<file path="src/rtl/ecs_pkg.sv">
package ecs_pkg;

  // ----------------------------------------------------------------
  // bus geometry
  // ----------------------------------------------------------------
  localparam int AXI_ADDR_W = 8;
  localparam int IDX_W = 6;
  localparam int ADDR_LSB = 2;
  localparam int DATA_W = 32;
  localparam logic [1:0] RESP_OKAY = 2'h0;
  localparam logic [1:0] RESP_DECERR = 2'h3;

  // ----------------------------------------------------------------
  // register indices (byte address is four times the index)
  // ----------------------------------------------------------------
  localparam logic [IDX_W-1:0] IDX_SYNDROME_WORD = 6'h03;
  localparam logic [IDX_W-1:0] IDX_ADDR_PORT_WORD = 6'h04;
  localparam logic [IDX_W-1:0] IDX_CONTROL = 6'h05;
  localparam logic [IDX_W-1:0] IDX_FLAGS = 6'h06;
  localparam logic [IDX_W-1:0] IDX_IRQ_STATUS = 6'h07;
  localparam logic [IDX_W-1:0] IDX_IRQ_MASK = 6'h08;

  // ----------------------------------------------------------------
  // status word layout
  // ----------------------------------------------------------------
  localparam int WORD_BITS = 12;
  localparam int SYN_POS = 40;
  localparam int ADDR_POS = 48;
  localparam int PE_PORT_POS = 54;
  localparam int BP_PORT_POS = 56;
  localparam int BP_FUNC_POS = 58;
  localparam int SYN_OFS = SYN_POS % WORD_BITS;
  localparam int ADDR_OFS = ADDR_POS % WORD_BITS;
  localparam int PE_PORT_OFS = PE_PORT_POS % WORD_BITS;
  localparam int BP_PORT_OFS = BP_PORT_POS % WORD_BITS;
  localparam int BP_FUNC_OFS = BP_FUNC_POS % WORD_BITS;
  localparam int SYN_W = 8;
  localparam int FAIL_ADDR_W = 6;
  localparam int CODE_W = 2;

  // ----------------------------------------------------------------
  // memory address bits picked for status bits 51..53
  // ----------------------------------------------------------------
  localparam int LOW_ADDR_BITS = 3;
  localparam int SMALL_B51 = 15;
  localparam int SMALL_B52 = 16;
  localparam int SMALL_B53 = 17;
  localparam int LARGE_B51 = 16;
  localparam int LARGE_B52 = 17;
  localparam int LARGE_B53 = 3;
  localparam int MEM_ADDR_W_DEF = 18;

  // ----------------------------------------------------------------
  // event flags: syndrome (bit 3), parity (bit 5), breakpoint (bit 77)
  // ----------------------------------------------------------------
  localparam int FLAG_N = 3;
  localparam int FLAG_SECDED = 0;
  localparam int FLAG_PARITY = 1;
  localparam int FLAG_BREAK = 2;
  localparam int CTRL_LARGE_BIT = 0;
  localparam logic [FLAG_N-1:0] FLAGS_RESET = 3'h0;
  localparam logic [FLAG_N-1:0] MASK_RESET = 3'h0;

endpackage

</file>
<file path="src/rtl/ecs_error_capture.sv">
`timescale 1ns/1ps
module ecs_error_capture
  import ecs_pkg::*;
#(
  parameter int MEM_ADDR_W = MEM_ADDR_W_DEF
) (
  input wire logic clock,
  input wire logic rstn,
  // register bus
  input wire logic s_axi_awvalid,
  output logic s_axi_awready,
  input wire logic [AXI_ADDR_W-1:0] s_axi_awaddr,
  input wire logic s_axi_wvalid,
  output logic s_axi_wready,
  input wire logic [DATA_W-1:0] s_axi_wdata,
  input wire logic [DATA_W/8-1:0] s_axi_wstrb,
  output logic s_axi_bvalid,
  input wire logic s_axi_bready,
  output logic [1:0] s_axi_bresp,
  input wire logic s_axi_arvalid,
  output logic s_axi_arready,
  input wire logic [AXI_ADDR_W-1:0] s_axi_araddr,
  output logic s_axi_rvalid,
  input wire logic s_axi_rready,
  output logic [DATA_W-1:0] s_axi_rdata,
  output logic [1:0] s_axi_rresp,
  // memory controller reports
  input wire logic secded_err,
  input wire logic [SYN_W-1:0] secded_syndrome,
  input wire logic [MEM_ADDR_W-1:0] secded_addr,
  input wire logic parity_err,
  input wire logic [CODE_W-1:0] parity_port,
  input wire logic bp_match,
  input wire logic [CODE_W-1:0] bp_port,
  input wire logic [CODE_W-1:0] bp_func,
  output logic irq
);

  // ----------------------------------------------------------------
  // reset release
  // ----------------------------------------------------------------
  logic rst_sync1_reg;
  logic rst_sync2_reg;
  logic rstn_int;

  always_ff @(posedge clock or negedge rstn) begin
    if (!rstn) begin
      rst_sync1_reg <= 1'b0;
      rst_sync2_reg <= 1'b0;
    end else begin
      rst_sync1_reg <= 1'b1;
      rst_sync2_reg <= rst_sync1_reg;
    end
  end

  assign rstn_int = rst_sync2_reg;

  // ----------------------------------------------------------------
  // write channel
  // ----------------------------------------------------------------
  logic aw_held_reg;
  logic w_held_reg;
  logic [IDX_W-1:0] aw_idx_reg;
  logic [DATA_W-1:0] wdata_reg;
  logic wstrb0_reg;
  logic bvalid_reg;
  logic [1:0] bresp_reg;
  wire aw_fire = s_axi_awvalid && s_axi_awready;
  wire w_fire = s_axi_wvalid && s_axi_wready;
  // the write lands one cycle after both halves are held; simpler than a bypass
  wire wr_go = aw_held_reg && w_held_reg && !bvalid_reg;
  wire wr_lane0 = wr_go && wstrb0_reg;
  wire wr_mapped = (aw_idx_reg >= IDX_SYNDROME_WORD) && (aw_idx_reg <= IDX_IRQ_MASK);
  wire wr_ctrl = wr_lane0 && (aw_idx_reg == IDX_CONTROL);
  wire wr_flags = wr_lane0 && (aw_idx_reg == IDX_FLAGS);
  wire wr_mask = wr_lane0 && (aw_idx_reg == IDX_IRQ_MASK);

  assign s_axi_awready = !aw_held_reg && !bvalid_reg;
  assign s_axi_wready = !w_held_reg && !bvalid_reg;
  assign s_axi_bvalid = bvalid_reg;
  assign s_axi_bresp = bresp_reg;

  always_ff @(posedge clock or negedge rstn_int) begin
    if (!rstn_int) begin
      aw_held_reg <= 1'b0;
      w_held_reg <= 1'b0;
      aw_idx_reg <= '0;
      wdata_reg <= '0;
      wstrb0_reg <= 1'b0;
    end else begin
      if (aw_fire) begin
        aw_held_reg <= 1'b1;
        aw_idx_reg <= s_axi_awaddr[IDX_W+ADDR_LSB-1:ADDR_LSB];
      end else if (wr_go) begin
        aw_held_reg <= 1'b0;
      end
      if (w_fire) begin
        w_held_reg <= 1'b1;
        wdata_reg <= s_axi_wdata;
        wstrb0_reg <= s_axi_wstrb[0];
      end else if (wr_go) begin
        w_held_reg <= 1'b0;
      end
    end
  end

  always_ff @(posedge clock or negedge rstn_int) begin
    if (!rstn_int) begin
      bvalid_reg <= 1'b0;
      bresp_reg <= RESP_OKAY;
    end else if (wr_go) begin
      bvalid_reg <= 1'b1;
      bresp_reg <= wr_mapped ? RESP_OKAY : RESP_DECERR;
    end else if (s_axi_bready) begin
      bvalid_reg <= 1'b0;
    end
  end

  // ----------------------------------------------------------------
  // software registers
  // ----------------------------------------------------------------
  logic large_cfg_reg;
  logic [FLAG_N-1:0] mask_reg;

  always_ff @(posedge clock or negedge rstn_int) begin
    if (!rstn_int) begin
      large_cfg_reg <= 1'b0;
      mask_reg <= MASK_RESET;
    end else begin
      if (wr_ctrl) begin
        large_cfg_reg <= wdata_reg[CTRL_LARGE_BIT];
      end
      if (wr_mask) begin
        mask_reg <= wdata_reg[FLAG_N-1:0];
      end
    end
  end

  // ----------------------------------------------------------------
  // event flags and capture locks
  // ----------------------------------------------------------------
  logic [FLAG_N-1:0] flag_reg;
  logic [FLAG_N-1:0] flag_next;
  wire [FLAG_N-1:0] event_in = {bp_match, parity_err, secded_err};
  wire [FLAG_N-1:0] flag_clr = wr_flags ? wdata_reg[FLAG_N-1:0] : '0;
  // a field reloads only when its flag is clear or being cleared now
  wire [FLAG_N-1:0] load = event_in & (~flag_reg | flag_clr);

  // a new event beats a software clear in the same cycle
  assign flag_next = event_in | (flag_reg & ~flag_clr);

  always_ff @(posedge clock or negedge rstn_int) begin
    if (!rstn_int) begin
      flag_reg <= FLAGS_RESET;
    end else begin
      flag_reg <= flag_next;
    end
  end

  // ----------------------------------------------------------------
  // captured fields
  // ----------------------------------------------------------------
  logic [SYN_W-1:0] syndrome_reg;
  logic [FAIL_ADDR_W-1:0] fail_addr_reg;
  logic [CODE_W-1:0] pe_port_reg;
  logic [CODE_W-1:0] bp_port_reg;
  logic [CODE_W-1:0] bp_func_reg;
  wire [FAIL_ADDR_W-1:0] addr_small = {secded_addr[SMALL_B53], secded_addr[SMALL_B52],
    secded_addr[SMALL_B51], secded_addr[LOW_ADDR_BITS-1:0]};
  wire [FAIL_ADDR_W-1:0] addr_large = {secded_addr[LARGE_B53], secded_addr[LARGE_B52],
    secded_addr[LARGE_B51], secded_addr[LOW_ADDR_BITS-1:0]};
  // configuration is sampled at capture, so a later change leaves the field alone
  wire [FAIL_ADDR_W-1:0] addr_pick = large_cfg_reg ? addr_large : addr_small;

  always_ff @(posedge clock or negedge rstn_int) begin
    if (!rstn_int) begin
      syndrome_reg <= '0;
      fail_addr_reg <= '0;
    end else if (load[FLAG_SECDED]) begin
      syndrome_reg <= secded_syndrome;
      fail_addr_reg <= addr_pick;
    end
  end

  always_ff @(posedge clock or negedge rstn_int) begin
    if (!rstn_int) begin
      pe_port_reg <= '0;
    end else if (load[FLAG_PARITY]) begin
      pe_port_reg <= parity_port;
    end
  end

  always_ff @(posedge clock or negedge rstn_int) begin
    if (!rstn_int) begin
      bp_port_reg <= '0;
      bp_func_reg <= '0;
    end else if (load[FLAG_BREAK]) begin
      bp_port_reg <= bp_port;
      bp_func_reg <= bp_func;
    end
  end

  // ----------------------------------------------------------------
  // interrupt status, cleared by reading it
  // ----------------------------------------------------------------
  logic [FLAG_N-1:0] irq_stat_reg;
  logic [FLAG_N-1:0] irq_stat_next;
  logic ar_fire;
  logic [IDX_W-1:0] rd_idx;
  wire rd_irq_clear = ar_fire && (rd_idx == IDX_IRQ_STATUS);

  assign irq_stat_next = event_in | (rd_irq_clear ? '0 : irq_stat_reg);
  assign irq = |(irq_stat_reg & mask_reg);

  always_ff @(posedge clock or negedge rstn_int) begin
    if (!rstn_int) begin
      irq_stat_reg <= FLAGS_RESET;
    end else begin
      irq_stat_reg <= irq_stat_next;
    end
  end

  // ----------------------------------------------------------------
  // read channel
  // ----------------------------------------------------------------
  logic rvalid_reg;
  logic [DATA_W-1:0] rdata_reg;
  logic [1:0] rresp_reg;
  wire [WORD_BITS-1:0] word_syn = WORD_BITS'(syndrome_reg) << SYN_OFS;
  wire [WORD_BITS-1:0] word_addr = (WORD_BITS'(fail_addr_reg) << ADDR_OFS)
    | (WORD_BITS'(pe_port_reg) << PE_PORT_OFS)
    | (WORD_BITS'(bp_port_reg) << BP_PORT_OFS)
    | (WORD_BITS'(bp_func_reg) << BP_FUNC_OFS);
  wire sel_syn = rd_idx == IDX_SYNDROME_WORD;
  wire sel_addr = rd_idx == IDX_ADDR_PORT_WORD;
  wire sel_ctrl = rd_idx == IDX_CONTROL;
  wire sel_flags = rd_idx == IDX_FLAGS;
  wire sel_stat = rd_idx == IDX_IRQ_STATUS;
  wire sel_mask = rd_idx == IDX_IRQ_MASK;
  wire rd_mapped = sel_syn | sel_addr | sel_ctrl | sel_flags | sel_stat | sel_mask;
  wire [DATA_W-1:0] rd_mux = ({DATA_W{sel_syn}} & DATA_W'(word_syn))
    | ({DATA_W{sel_addr}} & DATA_W'(word_addr))
    | ({DATA_W{sel_ctrl}} & DATA_W'(large_cfg_reg))
    | ({DATA_W{sel_flags}} & DATA_W'(flag_reg))
    | ({DATA_W{sel_stat}} & DATA_W'(irq_stat_reg))
    | ({DATA_W{sel_mask}} & DATA_W'(mask_reg));

  assign rd_idx = s_axi_araddr[IDX_W+ADDR_LSB-1:ADDR_LSB];
  assign s_axi_arready = !rvalid_reg;
  assign ar_fire = s_axi_arvalid && s_axi_arready;
  assign s_axi_rvalid = rvalid_reg;
  assign s_axi_rdata = rdata_reg;
  assign s_axi_rresp = rresp_reg;

  always_ff @(posedge clock or negedge rstn_int) begin
    if (!rstn_int) begin
      rvalid_reg <= 1'b0;
      rdata_reg <= '0;
      rresp_reg <= RESP_OKAY;
    end else if (ar_fire) begin
      rvalid_reg <= 1'b1;
      rdata_reg <= rd_mux;
      rresp_reg <= rd_mapped ? RESP_OKAY : RESP_DECERR;
    end else if (s_axi_rready) begin
      rvalid_reg <= 1'b0;
    end
  end
endmodule // ecs_error_capture

</file>
<file path="config.mk">
export PLATFORM = sky130hd
export DESIGN_NAME = ecs_error_capture
export DESIGN_NICKNAME = d
export VERILOG_FILES = /design/src/rtl/ecs_pkg.sv /design/src/rtl/ecs_error_capture.sv
export SDC_FILE = /design/constraint.sdc
export NUM_CORES = 1
export LEC_CHECK = 0
export CORE_AREA = 5 5 62 105
export DETAILED_ROUTE_END_ITERATION = 6
export DIE_AREA = 0 0 67 110
export DONT_BUFFER_PORTS = 1
export PLACE_DENSITY = 0.64
export RECOVER_POWER = 100
export SETUP_SLACK_MARGIN = 0.15
export SLEW_MARGIN = 15
export SYNTH_ARGS = -nofsm -noshare
export SYNTH_HDL_FRONTEND = slang
export SYNTH_SLANG_ARGS = --single-unit
</file>
<file path="constraint.sdc">
create_clock -name clock -period 2.9 [get_ports clock]
set_input_delay 0.435 -clock clock [delete_from_list [all_inputs] [get_ports clock]]
set_output_delay 0.435 -clock clock [all_outputs]
set_load 0.005 [all_outputs]
</file>
# After elaboration in Yosys (flattened, before gate mapping)
# Index checks and enable logic that the tools add are counted.
# word_totals
regBits,82
latchBits,0
mem_bits_rw,0
romBits,0
in_bits,94
word_cells,93
n_memories,0
# classes
addsub,0
mul,0
div,0
magnitude_cmp,2
n_eq_ne,9
shifts,0
muxes,12
bitwise,27
reduce_logical,22
# op_table
op,count
$or 32x32->32,5
$and 32x3->32,3
$and 32x12->32,2
$eq 6x3->1 const B,6
$and 32x1->32,1
$logic_and 1x1->1,13
$eq 6x4->1 const B,2
$or 10x12->12,1
$or 8x10->10,1
$and 3x3->3,3
$or 3x3->3,3
$or 6x8->8,1
$reduce_bool 2->1,4
$mux 1,7
$eq 6x2->1 const B,1
$ge 6x2->1 const B,1
$le 6x4->1 const B,1
$mux 3,2
$mux 6,1
$not 3->3,2
$or 1x1->1,5
$logic_not 1->1,4
$mux 2,2
$reduce_or 3->1,1

# Depth between registers and ports, before layout
# logic_depth
word_depth,9
mapped_depth,5

# Worst setup path after synthesis
# No wires, ideal clock.
# synth_timing
path_kind,register -> register
from,register aw_idx_reg[1]
to,register fail_addr_reg[4]
arrival_time_ns,1.447
t_required_ns,2.775
setup_slack_ns,1.328
stages_incl_launch_ff,6
path_buffers,2
period_less_slack_ns,1.572
path_cell_list,dfrtp_1 > clkbuf_2 > and4b_4 > a41oi_4 > buf_6 > mux2_4
# synth_between
elab_chain_cells,5
# synth_rtl
item,line,source
from (decl),ecs_error_capture.sv:63,logic [IDX_W-1:0] aw_idx_reg;
from (signal assigned),ecs_error_capture.sv:93,aw_idx_reg <= s_axi_awaddr[IDX_W+ADDR_LSB-1:ADDR_LSB];
$eq 6x3->1,ecs_error_capture.sv:75,wire wr_flags = wr_lane0 && (aw_idx_reg == IDX_FLAGS);
$logic_and 1x1->1,ecs_error_capture.sv:75,
$mux 3,ecs_error_capture.sv:145,wire [FLAG_N-1:0] flag_clr = wr_flags ? wdata_reg[FLAG_N-1:0] : '0;
$or 3x3->3,ecs_error_capture.sv:147,wire [FLAG_N-1:0] load = event_in & (~flag_reg | flag_clr);
$and 3x3->3,ecs_error_capture.sv:147,
to (signal assigned),ecs_error_capture.sv:181,fail_addr_reg <= addr_pick;
to (decl),ecs_error_capture.sv:164,logic [FAIL_ADDR_W-1:0] fail_addr_reg;
# No other way between the ends.
# A chain may end at the register's enable or synchronous reset.

# Worst setup path after layout
# layout_timing
from,"register bvalid_reg, in the netlist s_axi_bvalid"
to,register fail_addr_reg[3]
# layout_between
elab_chain_cells,7
# layout_rtl
item,line,source
from (decl),ecs_error_capture.sv:66,logic bvalid_reg;
from (signal assigned),ecs_error_capture.sv:109,bvalid_reg <= 1'b0;
from (signal assigned),ecs_error_capture.sv:112,bvalid_reg <= 1'b1;
from (signal assigned),ecs_error_capture.sv:115,bvalid_reg <= 1'b0;
$logic_not 1->1,ecs_error_capture.sv:71,wire wr_go = aw_held_reg && w_held_reg && !bvalid_reg;
$logic_and 1x1->1,ecs_error_capture.sv:71,
$logic_and 1x1->1,ecs_error_capture.sv:72,wire wr_lane0 = wr_go && wstrb0_reg;
$logic_and 1x1->1,ecs_error_capture.sv:75,
$mux 3,ecs_error_capture.sv:145,
$or 3x3->3,ecs_error_capture.sv:147,
$and 3x3->3,ecs_error_capture.sv:147,
# No other way between the ends.

==> run_results.csv <==
group,metric,value,unit
worst_setup_path,worstSetupPathType,"reg -> reg",
worst_setup_path,worstSetupStartpointType,"flip-flop",
clock_tree,cts_setup_buffers,0,
worst_setup_path,cp_max_fo,14,
power,p_int,1.67,mW
die,num_rows,36,
cells_and_area,num_antenna_cells,0,
power,p_comb_share,20.8,%
global_route,antenna_found_initial,0,
worst_setup_path,cp-startpoint,"s_axi_bvalid",
sta,holdWs,190,ps
sta,fmax,0.483,GHz
worst_setup_path,cp.required,3110,ps
outcome,status,"finished, final reports clean",
global_route,grt_pass1_wl,9260,um
die,dieArea,0.00737,sq mm
drt,drc,0,
cells_and_area,regArea,0.00150,sq mm
clock_tree,clk_pin_slew,70,ps
yosys,ys_ff_latch,60,
global_route,first_global_vias,1816,
cells_and_area,largest_reg_flops,12,
power,power,2.42,mW
yosys,yosysSeqAreaShare,52.0,%
global_route,grtUsageTotal,17.5,%
clock_tree,numCtsBuffers,9,
clock_tree,clock_sinks,60,
power,power_density,807,mW/mm^2
hold_path,min_to,"s_axi_bvalid",
placed_design,dp_hpwl,4790,um
clock_tree,cts_resized,0,
cells_and_area,multi_input_area,0.00118,sq mm
clock_tree,cts_tree,"yes",
die,core-area,0.00554,sq mm
sta,rsz0062_at_grt,"false",
clock_tree,worstSkewPairLatency,330,ps
placed_design,port_buffers,0,
worst_setup_path,cp-end-kind,"flip-flop",
clock_tree,htreeDepth,3,
sta,finalSetupTns,0,ps
placed_design,gp_congestion,0.837,
placed_design,dp_slack,972,ps
cells_and_area,num-nets-final,318,
sta,min_period,2070,ps
clock_tree,cts_buffer_depth,2,
sta,hold_violations,0,
power,seqPwrFrac,52.0,%
worst_setup_path,arrival,2280,ps
yosys,synthesis.area,0.00289,sq mm
yosys,ys.flop_type,"dfrtp_1",
drt,dr.pass1.iters,4,
drt,wl_per_cell,19.9,um
worst_setup_path,r2r_slack,830,ps
worst_setup_path,slowest_delay,790,ps
power,leakagePower,1.31,nW
worst_setup_path,cpMaxStageDelayCell,"a41oi_2",
sta,tightest_slew,1300,ps
clock_tree,holdBufCountCts,1,
hold_path,hold_start,"s_axi_bready",
flow_run,drv_cap,0,
worst_setup_path,path_cells,"and3b_1, a41oi_2, mux2_2",
worst_setup_path,r2r_start,"s_axi_bvalid",
sta,setup_violations,0,
clock_tree,cts-root-buf,"clkbuf_8",
drt,postRouteAntennaNets,0,
sta,slew_viol_final,0,
sta,period_share,71.4,%
die,fp.dieW,67,um
yosys,yosys_warnings,0,
yosys,synth_area_per_cell,13.2,sq um
cells_and_area,drive_above_1_share,24.0,%
power,p_switching,0.752,mW
worst_setup_path,rr_worst_depth,3,
worst_setup_path,regToRegEndpoint,"fail_addr_reg[3]",
yosys,syn_inst,219,
yosys,synth-async-reset-ratio,100,%
drt,wirelength,6060,um
power,peakVddDrop,0.000456,V
global_route,grt_overflow,0,
die,num_io_pins,136,
yosys,synth_edf_count,0,
yosys,ys_types,42,
die,start_util,52.1,%
drt,drt-vias-per-instance,5.66,
cells_and_area,fillers,505,
die,die_y,110,um
drt,vias,1726,
drt,drt_iter0_markers,61,
power,swShare,31.1,%
hold_path,min_path_type,"in -> reg",
sta,setup_ws,830,ps
power,clock_power_share,27.3,%
sta,skew,11.0,ps
hold_path,holdPathStages,1,
cells_and_area,syn2layout_area_growth,3.72,%
sta,max_slew_margin,13.1,%
global_route,grt_max_degree,33,
==> final cells by class <==
type,instances,share of cell area [%]
inverters,3,0.376
repair buffers,5,0.835
flip-flops and latches,60,50.1
clock buffers,11,4.72
clock inverters,5,1.25
multi-input cells,145,39.5
well taps,76,3.17
==> cells in the final DEF, fill, tap and decap left out, drive strengths merged, types with 3 or more instances in the layout <==
master	netlist	final
a21o	6	6
a21oi	6	6
a22o	16	16
a32oi	3	3
and3b	5	5
and4b	3	3
clkbuf	5	15
clkinv	0	3
conb	2	21
dfrtp	60	60
inv	3	3
mux2	39	39
nand2	3	3
nand4	5	5
nor2	6	6
nor2b	6	6
nor3b	3	3
nor4b	3	3
o21ai	3	3
==> cell usage after synthesis (3+ instances only) <==
master    number  area (sq um)
buf_4         22           165
a21oi_1        6          30.0
and3b_2        3          30.0
a22o_1        16           140
nand2_1        3          11.3
o21ai_0        3          15.0
nand4_1        5          31.3
a21o_1         6          45.0
mux2_2        29           327
nor2b_1        6          37.5
nor2_1         6          22.5
a32oi_1        3          26.3
dfrtp_1       60          1500
inv_1          3          11.3
mux2_4        10           150
clkbuf_1       4          15.0
==> per-stage QoR <==
step           utilization [%]  instances  area (sq um)
4_1_cts                   55.4        305          3070
5_1_grt                   54.1        305          3000
6_report                  54.1        305          3000
3_5_place_dp              52.0        288          2880
2_1_floorplan                -        238          2960
3_3_place_gp              52.0        288          2880
==> power by group through the flow <==
stage	Sequential, mW	Combinational, mW	Clock, mW
final	1.26	0.503	0.660
after global routing	1.29	0.558	0.718
after floorplan	1.20	0.515	0
after global placement	1.26	0.531	0
after detailed placement	1.28	0.554	0
after CTS	1.26	0.558	0.680
==> logic make-up after synthesis <==
kind of cell | Yosys count | share of synthesized area (%)
compound gates | 45 | 12.9
buf+inv | 33 | 7.54
flops | 60 | 52.0
mux | 40 | 17.3
other cells | 2 | 0.260
simple gates | 39 | 10.1
==> worst max-delay path by stage <==
stage	end	slack [ps]	cells past startpoint
global route	fail_addr_reg[0]	630	1
detailed placement	fail_addr_reg[3]	970	3
floorplan	aw_held_reg	1110	0
finish	fail_addr_reg[3]	830	3
global placement	fail_addr_reg[3]	1010	3
CTS	fail_addr_reg[3]	930	3
==> critical path: cells and delay by family (launching register included) <==
family,cells,cell delay (ps)
compound gates,1,790
flops,1,460
mux,1,420
simple gates,1,280
==> per-layer routing <==
| metal | track usage, % | vias up | part of all wire, % |
|---|---|---|---|
| li1 | - | 779 | - |
| met1 | 16.5 | 877 | 33 |
| met2 | 32.3 | 58 | 58 |
| met3 | 6.29 | 12 | 6.5 |
| met4 | 8.27 | 0 | 2.3 |
| met5 | 0 | - | 0 |
Power figures use the tool's default switching activity.
